[src/hw/eps_pkg.sv]
// Shared constants and types for the encoder position and speed evaluator
package eps_pkg;
  localparam int EPS_CLK_HZ = 50_000_000;
  localparam int EPS_CLK_MHZ = EPS_CLK_HZ / 1_000_000;
  localparam int EPS_TN_MIN_US = 125;
  localparam int EPS_TN_MAX_US = 250;
  localparam int EPS_TIMEOUT_US = 5000;
  localparam int EPS_TIMEOUT_CYC = EPS_TIMEOUT_US * EPS_CLK_MHZ;
  localparam int EPS_QUAD = 4;
  localparam int EPS_LINES = 1024;
  localparam int EPS_SEC_PER_MIN = 60;
  localparam int EPS_PCT_FULL = 100;
  localparam int EPS_CNT_W = 16;
  localparam int EPS_FINE_W = 12;
  localparam int EPS_HIRES_W = EPS_CNT_W + EPS_FINE_W;
  localparam int EPS_FRAC = 8;
  localparam int EPS_SPD_W = 32;
  localparam int EPS_TS_W = 32;
  localparam int EPS_NUM_W = 48;
  localparam int EPS_DEN_W = 32;
  localparam int EPS_GAIN_W = 16;
  localparam int EPS_PCT_W = 7;
  localparam int EPS_ADC_W = 12;
  localparam int EPS_TN_W = 8;
  localparam int EPS_TNC_W = 14;
  localparam int EPS_K_W = 8;
  localparam int EPS_CX_W = 15;
  localparam int EPS_ITER = 12;
  localparam int EPS_IT_W = 4;
  localparam int EPS_DIV_I_W = 6;
  localparam int EPS_RATIO_W = 9;
  localparam int EPS_FILT_SH = 3;
  // Arctangent of 2^-i, scaled so that a quarter turn equals 2^EPS_FINE_W
  localparam logic [EPS_FINE_W-1:0] EPS_ATAN [EPS_ITER] = '{
    12'h800, 12'h4B9, 12'h27F, 12'h144, 12'h0A3, 12'h051,
    12'h029, 12'h014, 12'h00A, 12'h005, 12'h003, 12'h001};
  localparam logic [EPS_RATIO_W-1:0] EPS_RATIO_ONE = 9'h100;
  localparam logic [EPS_FINE_W-1:0] EPS_FINE_MAX = 12'hFFF;

  typedef logic signed [EPS_CNT_W-1:0] eps_cnt_t;
  typedef logic signed [EPS_HIRES_W-1:0] eps_hires_t;
  typedef logic signed [EPS_SPD_W-1:0] eps_spd_t;
  typedef logic [EPS_GAIN_W-1:0] eps_gain_t;
  typedef enum logic {EPS_SQUARE = 1'b0, EPS_SINCOS = 1'b1} eps_kind_t;
  typedef enum logic {EPS_MODE_COUNT = 1'b0, EPS_MODE_COMBINED = 1'b1} eps_mode_t;
  typedef enum logic [1:0] {EPS_OP_SPD = 2'b00, EPS_OP_RAT = 2'b01, EPS_OP_ZG = 2'b10} eps_op_t;
  typedef enum logic [2:0] {
    EPS_S_IDLE = 3'b000,
    EPS_S_ADC = 3'b001,
    EPS_S_ATAN = 3'b010,
    EPS_S_HIRES = 3'b011,
    EPS_S_DIV = 3'b100,
    EPS_S_OUT = 3'b101
  } eps_state_t;
  typedef struct packed {
    logic a_p;
    logic a_n;
    logic b_p;
    logic b_n;
    logic idx_p;
  } eps_track_t;
  typedef struct packed {
    logic valid;
    logic signed [EPS_ADC_W-1:0] a;
    logic signed [EPS_ADC_W-1:0] b;
  } eps_adc_t;
  typedef struct packed {
    eps_kind_t kind;
    eps_mode_t mode;
    logic single_ended;
    logic [EPS_TN_W-1:0] period_us;
    logic [EPS_PCT_W-1:0] zero_pct;
    eps_gain_t nom_gain;
  } eps_cfg_t;
endpackage : eps_pkg

[src/hw/eps_encoder_eval.sv]
// Encoder position and speed evaluator: quadrature decode, speed methods, sin/cos fine position
`timescale 1ns/1ps
`default_nettype none

// Contract
// - Direction comes from phase order; track A leading B means clockwise.
// - Every edge of both square tracks makes one count pulse, four per line; edges on both tracks in one sample make no pulse and set track_err.
// - Count pulses drive an up/down counter by decoded direction.
// - Position equals accumulated count in steps of a quarter line.
// - Speed is computed once per sampling period of 125 to 250 us.
// - Pulse counting mode: counts per period give speed, zero when none.
// - Combined mode divides count sum by exact span between edges, scaled to rpm.
// - Combined mode, no count in a period: keep speed, raise period factor k by one.
// - Square encoders: no count for 5 ms forces speed to zero.
// - Square encoders: gain ramps linearly from nominal to settable zero-speed gain at low speed.
// - Actual speed is smoothed by a filter against edge jitter.
// - Single-ended encoders use only the non-inverted tracks.
// - Shaped sin/cos tracks are counted by the same four-fold decoder.
// - Both analogue tracks are converted together; fine angle is atan(B/A).
// - Quadrant correction removes a one-count shift between atan and counter.
// - Counter and fine angle concatenate into one high-resolution position.
// - Sin/cos speed is high-resolution position change per sampling period.
module eps_encoder_eval #(
  parameter int LINES = eps_pkg::EPS_LINES,
  parameter int TIMEOUT_CYC = eps_pkg::EPS_TIMEOUT_CYC
) (
  input wire logic clk,
  input wire logic rst_n,
  input wire eps_pkg::eps_track_t trk,
  input wire eps_pkg::eps_adc_t adc,
  input wire eps_pkg::eps_cfg_t cfg,
  output logic adc_start,
  output logic dir_cw,
  output logic track_err,
  output logic line_fault,
  output eps_pkg::eps_cnt_t position,
  output eps_pkg::eps_cnt_t index_pos,
  output logic index_seen,
  output eps_pkg::eps_hires_t hires_pos,
  output eps_pkg::eps_spd_t speed,
  output eps_pkg::eps_spd_t speed_filt,
  output logic speed_valid,
  output eps_pkg::eps_gain_t gain,
  output logic [eps_pkg::EPS_K_W-1:0] period_factor
);
  import eps_pkg::*;

  // rpm in Q.EPS_FRAC per count per clock cycle of span
  localparam longint RPM_K_L =
    (longint'(EPS_SEC_PER_MIN) * EPS_CLK_HZ * (longint'(1) << EPS_FRAC)) / (EPS_QUAD * LINES);
  localparam logic [EPS_DEN_W-1:0] RPM_K = EPS_DEN_W'(RPM_K_L);
  localparam logic [EPS_DEN_W-1:0] SC_K = RPM_K >> EPS_FINE_W;
  localparam logic [EPS_TS_W-1:0] TIMEOUT_T = EPS_TS_W'(TIMEOUT_CYC);

  // Track front end
  logic a_cur;
  logic b_cur;
  logic a_prev;
  logic b_prev;
  logic idx_prev;

  wire a_ok = cfg.single_ended | (trk.a_p ^ trk.a_n);
  wire b_ok = cfg.single_ended | (trk.b_p ^ trk.b_n);
  wire a_chg = a_cur ^ a_prev;
  wire b_chg = b_cur ^ b_prev;
  wire cnt_pulse = a_chg ^ b_chg;
  wire both_chg = a_chg & b_chg;
  wire up = ~(a_prev ^ b_cur);
  wire signed [1:0] step = cnt_pulse ? (up ? 2'sh1 : -2'sh1) : 2'sh0;
  wire idx_rise = trk.idx_p & ~idx_prev;

  // Square signals from the comparators of a sin/cos encoder arrive on the same pins
  always_ff @(posedge clk) begin
    if (!rst_n) begin
      a_cur <= 1'b0;
      b_cur <= 1'b0;
      a_prev <= 1'b0;
      b_prev <= 1'b0;
      idx_prev <= 1'b0;
    end else begin
      // A differential pair at equal levels is invalid; hold the last good level
      if (a_ok) begin
        a_cur <= trk.a_p;
      end
      if (b_ok) begin
        b_cur <= trk.b_p;
      end
      a_prev <= a_cur;
      b_prev <= b_cur;
      idx_prev <= trk.idx_p;
    end
  end

  always_ff @(posedge clk) begin
    if (!rst_n) begin
      position <= '0;
      dir_cw <= 1'b0;
      track_err <= 1'b0;
      line_fault <= 1'b0;
      index_pos <= '0;
      index_seen <= 1'b0;
    end else begin
      position <= position + step;
      if (cnt_pulse) begin
        dir_cw <= up;
      end
      // Both tracks moving in one sample means a lost count
      track_err <= both_chg;
      line_fault <= ~(a_ok & b_ok);
      if (idx_rise) begin
        index_pos <= position;
        index_seen <= 1'b1;
      end
    end
  end

  // Sampling period and timestamp timer
  logic [EPS_TNC_W-1:0] tick_cnt;
  logic [EPS_TS_W-1:0] ts;
  wire [EPS_TN_W-1:0] tn_us = (cfg.period_us < EPS_TN_W'(EPS_TN_MIN_US)) ? EPS_TN_W'(EPS_TN_MIN_US) :
    (cfg.period_us > EPS_TN_W'(EPS_TN_MAX_US)) ? EPS_TN_W'(EPS_TN_MAX_US) : cfg.period_us;
  wire [EPS_TNC_W-1:0] tn_cyc = EPS_TNC_W'(tn_us * EPS_CLK_MHZ);
  wire tick = (tick_cnt >= tn_cyc - EPS_TNC_W'(1));

  always_ff @(posedge clk) begin
    if (!rst_n) begin
      tick_cnt <= '0;
      ts <= '0;
    end else begin
      tick_cnt <= tick ? '0 : tick_cnt + EPS_TNC_W'(1);
      ts <= ts + EPS_TS_W'(1);
    end
  end

  // Control state
  eps_state_t state;
  eps_op_t op;
  eps_cnt_t acc;
  eps_cnt_t cnt_snap;
  logic [EPS_TS_W-1:0] last_ts;
  logic [EPS_TS_W-1:0] ref_ts;
  logic [EPS_CNT_W-1:0] meas_mag;
  logic [EPS_DEN_W-1:0] meas_span;
  logic [EPS_NUM_W-1:0] num_q;
  logic [EPS_DEN_W-1:0] den;
  logic [EPS_DEN_W:0] rem;
  logic [EPS_DIV_I_W-1:0] div_i;
  logic neg;
  logic [EPS_RATIO_W-1:0] ratio;
  eps_gain_t zgain;
  logic signed [EPS_CX_W-1:0] cx;
  logic signed [EPS_CX_W-1:0] cy;
  logic signed [EPS_CX_W-1:0] cz;
  logic [EPS_IT_W-1:0] it;
  logic [1:0] qa;

  wire idle = (state == EPS_S_IDLE);
  wire square = (cfg.kind == EPS_SQUARE);
  wire combined = (cfg.mode == EPS_MODE_COMBINED);
  wire have_cnt = (acc != '0);
  wire [EPS_TS_W-1:0] span_now = last_ts - ref_ts;
  wire [EPS_TS_W-1:0] idle_time = ts - ref_ts;
  wire timed_out = (idle_time >= TIMEOUT_T);
  wire consume = tick & idle & square & (~combined | have_cnt);
  wire [EPS_CNT_W-1:0] acc_mag = acc[EPS_CNT_W-1] ? EPS_CNT_W'(-acc) : EPS_CNT_W'(acc);

  // Count sum and last-edge time since the reference edge
  always_ff @(posedge clk) begin
    if (!rst_n) begin
      acc <= '0;
      last_ts <= '0;
    end else begin
      // An edge in the consuming cycle starts the next sum instead of being lost
      acc <= consume ? eps_cnt_t'(step) : acc + step;
      if (cnt_pulse) begin
        last_ts <= ts;
      end
    end
  end

  // Divider datapath, one quotient bit per cycle
  wire [EPS_DEN_W:0] rem_sh = {rem[EPS_DEN_W-1:0], num_q[EPS_NUM_W-1]};
  wire fits = (rem_sh >= {1'b0, den});
  wire [EPS_DEN_W:0] rem_nx = fits ? rem_sh - {1'b0, den} : rem_sh;
  wire div_done = (div_i == EPS_DIV_I_W'(EPS_NUM_W));
  wire q_big = |num_q[EPS_NUM_W-1:EPS_SPD_W-1];
  wire [EPS_SPD_W-1:0] q_sat = q_big ? {1'b0, {(EPS_SPD_W-1){1'b1}}} : num_q[EPS_SPD_W-1:0];
  wire eps_spd_t spd_res = neg ? eps_spd_t'(-q_sat) : eps_spd_t'(q_sat);
  wire [EPS_RATIO_W-1:0] ratio_res =
    (num_q >= EPS_NUM_W'(EPS_RATIO_ONE)) ? EPS_RATIO_ONE : num_q[EPS_RATIO_W-1:0];

  // Divider operands for each kind of job
  wire [EPS_PCT_W-1:0] pct_c = (cfg.zero_pct > EPS_PCT_W'(EPS_PCT_FULL)) ?
    EPS_PCT_W'(EPS_PCT_FULL) : cfg.zero_pct;
  wire [EPS_NUM_W-1:0] num_cnt = EPS_NUM_W'(acc_mag) * EPS_NUM_W'(RPM_K);
  wire [EPS_NUM_W-1:0] num_rat = EPS_NUM_W'({meas_mag, {EPS_FRAC{1'b0}}}) * EPS_NUM_W'(tn_cyc);
  wire [EPS_NUM_W-1:0] num_zg = EPS_NUM_W'(cfg.nom_gain) * EPS_NUM_W'(pct_c);

  // Arctangent vectoring on magnitudes keeps the angle inside one quadrant
  wire signed [EPS_CX_W-1:0] xs = cx >>> it;
  wire signed [EPS_CX_W-1:0] ys = cy >>> it;
  wire y_pos = ~cy[EPS_CX_W-1];
  wire atan_done = (it == EPS_IT_W'(EPS_ITER));
  wire [EPS_ADC_W-1:0] mag_a = adc.a[EPS_ADC_W-1] ? EPS_ADC_W'(-adc.a) : EPS_ADC_W'(adc.a);
  wire [EPS_ADC_W-1:0] mag_b = adc.b[EPS_ADC_W-1] ? EPS_ADC_W'(-adc.b) : EPS_ADC_W'(adc.b);
  wire sa = adc.a[EPS_ADC_W-1];
  wire sb = adc.b[EPS_ADC_W-1];
  wire [1:0] q_adc = {sa, sa ^ ~sb};
  wire [EPS_FINE_W-1:0] fz = cz[EPS_CX_W-1] ? '0 :
    (cz > EPS_CX_W'(EPS_FINE_MAX)) ? EPS_FINE_MAX : cz[EPS_FINE_W-1:0];
  // Even quadrants run the atan backwards as the shaft turns
  wire [EPS_FINE_W-1:0] fine = qa[0] ? fz : ~fz;
  wire [1:0] qd = qa - cnt_snap[1:0];
  wire eps_cnt_t corr_cnt = (qd == 2'h1) ? cnt_snap + eps_cnt_t'(1) :
    (qd == 2'h3) ? cnt_snap - eps_cnt_t'(1) : cnt_snap;
  wire eps_hires_t hires_nx = {corr_cnt, fine};
  wire eps_hires_t delta = hires_nx - hires_pos;
  wire [EPS_HIRES_W-1:0] d_mag = delta[EPS_HIRES_W-1] ? EPS_HIRES_W'(-delta) : EPS_HIRES_W'(delta);
  wire [EPS_NUM_W-1:0] num_sc = EPS_NUM_W'(d_mag) * EPS_NUM_W'(SC_K);

  // Filter and gain ramp
  wire eps_spd_t filt_nx = speed_filt + ((speed - speed_filt) >>> EPS_FILT_SH);
  wire eps_gain_t g_diff = cfg.nom_gain - zgain;
  wire [EPS_GAIN_W+EPS_RATIO_W-1:0] g_prod = g_diff * ratio;
  wire eps_gain_t g_ramp = zgain + EPS_GAIN_W'(g_prod >> EPS_FRAC);

  always_ff @(posedge clk) begin
    if (!rst_n) begin
      state <= EPS_S_IDLE;
      op <= EPS_OP_SPD;
      cnt_snap <= '0;
      ref_ts <= '0;
      meas_mag <= '0;
      meas_span <= '0;
      num_q <= '0;
      den <= '0;
      rem <= '0;
      div_i <= '0;
      neg <= 1'b0;
      ratio <= '0;
      zgain <= '0;
      cx <= '0;
      cy <= '0;
      cz <= '0;
      it <= '0;
      qa <= '0;
      adc_start <= 1'b0;
      hires_pos <= '0;
      speed <= '0;
      speed_filt <= '0;
      speed_valid <= 1'b0;
      gain <= '0;
      period_factor <= '0;
    end else begin
      adc_start <= 1'b0;
      speed_valid <= 1'b0;
      unique case (state)
        EPS_S_IDLE: begin
          if (tick && !square) begin
            // Sample both converters on the same strobe as the counter snapshot
            adc_start <= 1'b1;
            cnt_snap <= position;
            state <= EPS_S_ADC;
          end else if (consume) begin
            meas_mag <= acc_mag;
            meas_span <= combined ? span_now : EPS_DEN_W'(tn_cyc);
            num_q <= num_cnt;
            den <= combined ? span_now : EPS_DEN_W'(tn_cyc);
            neg <= acc[EPS_CNT_W-1];
            rem <= '0;
            div_i <= '0;
            op <= EPS_OP_SPD;
            ref_ts <= last_ts;
            period_factor <= '0;
            state <= EPS_S_DIV;
          end else if (tick && square && timed_out) begin
            speed <= '0;
            ratio <= '0;
            ref_ts <= ts;
            period_factor <= '0;
            num_q <= num_zg;
            den <= EPS_DEN_W'(EPS_PCT_FULL);
            neg <= 1'b0;
            rem <= '0;
            div_i <= '0;
            op <= EPS_OP_ZG;
            state <= EPS_S_DIV;
          end else if (tick && square) begin
            period_factor <= period_factor + EPS_K_W'(1);
          end
        end
        EPS_S_ADC: begin
          if (adc.valid) begin
            cx <= EPS_CX_W'(mag_a);
            cy <= EPS_CX_W'(mag_b);
            cz <= '0;
            it <= '0;
            qa <= q_adc;
            state <= EPS_S_ATAN;
          end
        end
        EPS_S_ATAN: begin
          if (atan_done) begin
            state <= EPS_S_HIRES;
          end else begin
            cx <= y_pos ? cx + ys : cx - ys;
            cy <= y_pos ? cy - xs : cy + xs;
            cz <= y_pos ? cz + EPS_CX_W'(EPS_ATAN[it]) : cz - EPS_CX_W'(EPS_ATAN[it]);
            it <= it + EPS_IT_W'(1);
          end
        end
        EPS_S_HIRES: begin
          hires_pos <= hires_nx;
          num_q <= num_sc;
          den <= EPS_DEN_W'(tn_cyc);
          neg <= delta[EPS_HIRES_W-1];
          rem <= '0;
          div_i <= '0;
          op <= EPS_OP_SPD;
          state <= EPS_S_DIV;
        end
        EPS_S_DIV: begin
          if (!div_done) begin
            rem <= rem_nx;
            num_q <= {num_q[EPS_NUM_W-2:0], fits};
            div_i <= div_i + EPS_DIV_I_W'(1);
          end else begin
            rem <= '0;
            div_i <= '0;
            neg <= 1'b0;
            unique case (op)
              EPS_OP_SPD: begin
                speed <= spd_res;
                if (!square) begin
                  // Fine position always moves, so the full gain applies
                  ratio <= EPS_RATIO_ONE;
                  state <= EPS_S_OUT;
                end else begin
                  num_q <= num_rat;
                  den <= meas_span;
                  op <= EPS_OP_RAT;
                end
              end
              EPS_OP_RAT: begin
                // Counts per period in Q.EPS_FRAC; one count per period is full gain
                ratio <= ratio_res;
                num_q <= num_zg;
                den <= EPS_DEN_W'(EPS_PCT_FULL);
                op <= EPS_OP_ZG;
              end
              EPS_OP_ZG: begin
                zgain <= num_q[EPS_GAIN_W-1:0];
                state <= EPS_S_OUT;
              end
              default: begin
                state <= EPS_S_IDLE;
              end
            endcase
          end
        end
        EPS_S_OUT: begin
          speed_filt <= filt_nx;
          gain <= (ratio >= EPS_RATIO_ONE) ? cfg.nom_gain : g_ramp;
          speed_valid <= 1'b1;
          state <= EPS_S_IDLE;
        end
        default: begin
          state <= EPS_S_IDLE;
        end
      endcase
    end
  end
endmodule : eps_encoder_eval

`default_nettype wire

[config.mk]
export PLATFORM = sky130hd
export DESIGN_NAME = eps_encoder_eval
export DESIGN_NICKNAME = d
export VERILOG_FILES = /design/src/hw/eps_pkg.sv /design/src/hw/eps_encoder_eval.sv
export SDC_FILE = /design/constraint.sdc
export NUM_CORES = 2
export LEC_CHECK = 0
export BUFFER_PORTS_ARGS = -buffer_cell sky130_fd_sc_hd__buf_4
export CAP_MARGIN = 5
export CORE_MARGIN = 4
export CORE_UTILIZATION = 55
export DETAILED_ROUTE_END_ITERATION = 8
export PLACE_DENSITY = 0.72
export SYNTH_ARGS = -nofsm -noshare
export SYNTH_HDL_FRONTEND = slang
export SYNTH_SLANG_ARGS = --single-unit
[constraint.sdc]
create_clock -name clk -period 29.9 [get_ports clk]
set_input_delay 0 -clock clk [delete_from_list [all_inputs] [get_ports clk]]
set_output_delay 0 -clock clk [all_outputs]
set_load 0.05 [all_outputs]
**Word-level counts from Yosys, hierarchy flattened**

Memories as Yosys holds them, arrays and structs flattened.
Index checks and enable logic that the tools add are counted.

- Bits in registers: 549
- Memories: 1
- Memory bits (read-only): 192
- Word-level logic and storage cells: 273
- Input bits: 66
- Output and inout port bits: 154

- Shift operators: 2
- Multiply operators: 6
- Order comparisons: 10
- Equality and inequality tests: 27
- Multiplexer cells: 103
- Add/sub/neg operators: 30
- Bitwise operators: 26
- Reductions and logical operators: 28

Memory list:

| memory | words | width | read ports | clocked after Yosys merged registers in | write ports | RTL line | text |
|---|---|---|---|---|---|---|---|
| (no name shown) | 16 | 12 | 1 | 0 | 0 | eps_encoder_eval.sv:308 | `cz <= y_pos ? cz + EPS_CX_W'(EPS_ATAN[it]) : cz - EPS_CX_W'(EPS_ATAN[it]);` |

Operator list:

| cell | count |
|---|---|
| 2-to-1 mux 32 bit | 20 |
| 2-to-1 mux 48 bit | 5 |
| one-hot mux 32 bit (3 select lines) | 2 |
| one-hot mux 48 bit (3 select lines) | 1 |
| 2-to-1 mux 15 bit | 9 |
| one-hot mux 32 bit (2 select lines) | 2 |
| subtractor 32 bit | 4 |
| one-hot mux 48 bit (2 select lines) | 1 |
| one-hot mux 15 bit (2 select lines) | 3 |
| 2-to-1 mux 12 bit | 7 |
| 2-to-1 mux 16 bit | 5 |
| 2-to-1 mux 9 bit | 6 |
| >= comparator 48 x 9 -> 1 bit, second input constant | 1 |
| multiplier 28 x 12 -> 40 bit, second input constant | 1 |
| 2-to-1 mux 8 bit | 5 |
| multiplier 16 x 23 -> 39 bit, second input constant | 1 |
| one-hot mux 9 bit (2 select lines) | 2 |
| >= comparator 33 x 32 -> 1 bit | 1 |
| adder 16 x 2 -> 16 bit | 2 |
| adder 32 x 1 -> 32 bit, second input constant | 1 |
| adder 32 x 29 -> 32 bit | 1 |
| >= comparator 32 x 18 -> 1 bit, second input constant | 1 |
| negator 32 bit | 1 |
| adder 15 bit | 2 |
| other kinds (78) | 148 |

**Longest topological paths before layout**

- Word-level depth: 12
- Mapped depth: 45
- Gate-level depth less buffers: 42

**Worst setup path after synthesis**

OpenSTA, ideal clock, no wires.

- Path kind: flip-flop to flip-flop
- From: reg qa[0]
- To: reg num_q[37]
- Buffers on the path: 3
- Period minus slack after synthesis: 10010 ps
- Stages on the path, launching flop included: 43
- Arrival time: 9919 ps
- Data required time: 29809 ps
- Library setup time: 91 ps
- Slack: 19890 ps
- Path through: dfxtp_1 clkbuf_1 inv_1 ha_1 xor2_1 xnor2_1 nor2_1 nand2_1 o22ai_1 xor2_1 ha_1 clkbuf_1 a21oi_1 o21ai_1 a221oi_1 o21ai_0 a21oi_1 o211ai_1 (+7 left out) fa_1 inv_1 fa_1 inv_1 fa_1 fa_1 ha_1 and3_1 a221o_1 a221o_1 a31oi_1 o21ai_0 a31oi_1 nor3b_1 nor4_1 a21oi_1 o2111a_1 a311oi_1

- Cells in the longest elaborated chain, start to end: 9
- Elaborated cells between the ends (all ways): 11
- Classes of those cells: 3 x add/sub; 1 x mul; 2 x eq/ne; 5 x mux

RTL lines:

| item | RTL line | text |
|---|---|---|
| start, declared | eps_encoder_eval.sv:155 | `logic [1:0] qa;` |
| start signal, assigned | eps_encoder_eval.sv:298 | `qa <= q_adc;` |
| subtractor 2 bit (*) | eps_encoder_eval.sv:213 | `wire [1:0] qd = qa - cnt_snap[1:0];` |
| == test 2 bit | eps_encoder_eval.sv:215 | `(qd == 2'h3) ? cnt_snap - eps_cnt_t'(1) : cnt_snap;` |
| 2-to-1 mux 16 bit | eps_encoder_eval.sv:215 |  |
| 2-to-1 mux 16 bit (*) | eps_encoder_eval.sv:214 | `wire eps_cnt_t corr_cnt = (qd == 2'h1) ? cnt_snap + eps_cnt_t'(1) :` |
| via corr_cnt[4] | eps_encoder_eval.sv:214 |  |
| subtractor 28 bit (*) | eps_encoder_eval.sv:217 | `wire eps_hires_t delta = hires_nx - hires_pos;` |
| negator 28 bit | eps_encoder_eval.sv:218 | `wire [EPS_HIRES_W-1:0] d_mag = delta[EPS_HIRES_W-1] ? EPS_HIRES_W'(-delta) : EPS_HIRES_W'(delta);` |
| 2-to-1 mux 28 bit (*) | eps_encoder_eval.sv:218 |  |
| multiplier 28 x 12 -> 40 bit (*) | eps_encoder_eval.sv:219 | `wire [EPS_NUM_W-1:0] num_sc = EPS_NUM_W'(d_mag) * EPS_NUM_W'(SC_K);` |
| one-hot mux 48 bit (3 select lines) (*) | eps_encoder_eval.sv:257 | `unique case (state)` |
| end signal, assigned | eps_encoder_eval.sv:267 | `num_q <= num_cnt;` |
| end signal, assigned | eps_encoder_eval.sv:281 | `num_q <= num_zg;` |
| end signal, assigned | eps_encoder_eval.sv:314 | `num_q <= num_sc;` |
| end, declared | eps_encoder_eval.sv:144 | `logic [EPS_NUM_W-1:0] num_q;` |

The timed path passes the listed nets; every way through them passes the cells marked *.
A chain may end at the register's enable or synchronous reset.

**Worst setup path after layout**

Same ends and word-level chain as after synthesis.

==> impl_metrics.csv <==
group,metric,value,unit
status,status,"completed",
timing,hold_violations,0,
finish,most-common-layout-cells,"inv_1, nand2_1, ha_1",
floorplan,die_h,359,um
clock_network,cts_max_path_buffers,3,
routing,highest_layer,"met5",
worst_setup_path,worstPathArrival,12350,ps
timing,fin_crit,11770,ps
placed_design,place_hpwl,145,mm
routing,route.met3.wl,10.8,mm
global_routing,grt_max_degree,100,
floorplan,core.rowCount,128,
clock_network,cts_tree,"yes",
worst_setup_path,cpLargestDelayFamily,"compound AO/OA/AOI/OAI gates",
timing,slew_violations,0,
synthesis,synth_seq_cells,549,
routing,drt-pass1-iter-count,6,
worst_setup_path,setup.worst_path.end,"num_q[37]$_SDFFE_PN0P_",
clock_network,cts_setup_buffers,0,
synthesis,synth_area_leader_cell,"fa_1",
synthesis,synth.net_count,9779,
clock_network,numCtsBuffers,71,
global_routing,antenna_found_initial,5,
synthesis,synth_seq_area_share,0.163,
clock_network,clock_sinks,549,
worst_setup_path,r2r_slack,18130,ps
routing,routed_via_density,5.83,
global_routing,grt_pass1_vias,57800,
synthesis,yosysUniqueCellTypes,102,
global_routing,overflow,0,
clock_network,ctsResizeCount,0,
synthesis,synth-main-ff-cell,"dfxtp_1",
worst_setup_path,cpMaxStageDelayCell,"xor2_2",
placed_design,gp_congestion,0.962,
routing,drt-total-wl,189,mm
clock_network,path_clk_slew,60,ps
timing,setup_viol,0,
worst_setup_path,end_kind,"flip-flop",
floorplan,start_util,0.555,
timing,clock.fmax,85.0,MHz
timing,skew,32.7,ps
worst_setup_path,reg2reg_to,"num_q[37]$_SDFFE_PN0P_",
worst_hold_path,hold_start,"cfg[23]",
timing,relSlewSlack,0.190,
timing,tns,0,ps
finish,final_cell_area,73800,um^2
worst_hold_path,hp-class,"in2reg",
placed_design,preCtsSetupSlack,18290,ps
placed_design,port_buffers,219,
worst_setup_path,worstPathMaxFanout,19,
routing,drc_errors,0,
clock_network,insertion_delay,690,ps
finish,drive_gt1_frac,0.0632,
job,maxCapViolCount,0,
synthesis,ys_top_cells_by_area,"fa_1, dfxtp_1, ha_1",
timing,rsz0062_at_grt,"false",
routing,drtIter0Drc,4519,
synthesis,async_reset_ff_frac,0,
timing,min_period_over_period,0.394,
floorplan,die-width,359,um
worst_setup_path,start_kind,"flip-flop",
worst_setup_path,rr_startpoint,"qa[0]$_SDFFE_PN0P_",
finish,synthToLayoutAreaGrowth,9.17,%
worst_setup_path,crit_cells,39,
finish,post-route-util,0.606,
synthesis,synth_area,67600,um^2
routing,ant_nets,0,
worst_setup_path,rr_worst_depth,39,
finish,fillers,10900,
finish,layout_commonest_cell,"inv_1",
routing,wire_per_inst,18.7,um
synthesis,avgSynthCellArea,8.09,um^2
routing,wl_met1,81.4,mm
worst_setup_path,cp.required,30490,ps
worst_setup_path,cpPeakStageDelay,760,ps
floorplan,io_pins,220,
timing,worstMarginPinSlew,1210,ps
routing,routed-wl-met2,89.8,mm
floorplan,die_area,129000,um^2
worst_setup_path,crit_type,"reg2reg",
worst_setup_path,path_buf_inv,3,
placed_design,placed_area,70400,um^2
finish,final_nets,9841,
global_routing,track_usage,0.291,
clock_network,postCtsHoldBufs,81,
routing,vias,58900,
synthesis,synth_top_area_share,0.168,
floorplan,coreArea,122000,um^2
clock_network,htree_levels,3,
global_routing,grt_first_pass_wirelength,305,mm
synthesis,syn_inst,8358,
synthesis,yosysWarnings,0,
worst_setup_path,crit_start,"qa[0]$_SDFFE_PN0P_",
timing,finalWorstSetupSlack,18130,ps
clock_network,clockRootBuffer,"clkbuf_16",
synthesis,synth-edff-count,0,
==> synthesized netlist by cell type (34+ instances only) <==
cell      instances
a22oi_1          40
a21o_1          161
mux2i_1         137
clkbuf_1        309
o21bai_1         43
a21oi_1         502
a31oi_1          55
a22o_1           34
nand2_1         976
nand2b_1         81
nand3_1         115
inv_1          1041
xor2_1          205
o21ai_0         342
and2_1          163
a311oi_1         55
nor2_1          741
or3_1            53
buf_1            38
nor2b_1          87
and3_1           48
ha_1            787
nand4_1          50
xnor2_1         328
o21a_1           58
o211ai_1         49
nor3_1          120
fa_1            568
a211oi_1         90
dfxtp_1         549
==> cell families after synthesis <==
logic type	synth area share
mux	0.0301
flops	0.163
buf+inv	0.0796
compound gates	0.172
fa+ha+maj	0.314
xor+xnor	0.0695
simple gates	0.173
==> worst min path at each step <==
stage / depth (start not counted) / slack (ps) / end
finish: 6 / 80 / meas_span[1]$_SDFFE_PN0P_
global route: 4 / 100 / num_q[0]$_SDFFE_PN0P_
CTS: 6 / 30 / meas_span[1]$_SDFFE_PN0P_
detailed placement: 2 / 220 / line_fault$_SDFF_PN0_
global placement: 2 / 220 / line_fault$_SDFF_PN0_
floorplan: 1 / 80 / line_fault$_SDFF_PN0_
==> state kept, by name, summed over array words and instances, names as in the netlist, 16 cells and up <==
name        count
speed          32
gain           16
acc            16
den            32
cnt_snap       16
hires_pos      28
last_ts        32
index_pos      16
speed_filt     32
rem            32
meas_mag       16
ts             32
num_q          48
position       16
zgain          16
meas_span      32
ref_ts         32
==> layer usage <==
metal  track usage  up-vias
li1              -    28300
met1         0.382    28600
met2         0.497     1705
met3        0.0393      351
met4        0.0959        2
met5             0        -
==> layout make-up <==
cell class              count  area, um^2  area share
diodes                      4        10.0    0.000136
clock buffers              97        2080      0.0281
clock inverters            33         484     0.00656
inverters                1043        3920      0.0531
multi-input cells        6392       51400       0.696
flip-flops and latches    549       11000       0.149
well taps                1625        2030      0.0275
repair buffers            363        2930      0.0397
==> worst register-to-register path: cells and delay by family (launching register included) <==
kind | cells | cell delay, ps
compound gates | 18 | 4350
xor+xnor | 5 | 1820
fa+ha+maj | 8 | 3350
buf+inv | 3 | 280
flops | 1 | 710
simple gates | 5 | 1170
==> stage by stage <==
stage | std cells | hold WS [ps]
after detailed placement | 9891 | 222
after floorplan | 8358 | 78.5
after global placement | 9891 | 223
after CTS | 10100 | 33.5
final | 10100 | 79.8
after global routing | 10100 | 96.3
Power is not shown: default switching activity piles up to over one toggle a cycle in this logic, so the estimate is an artifact.
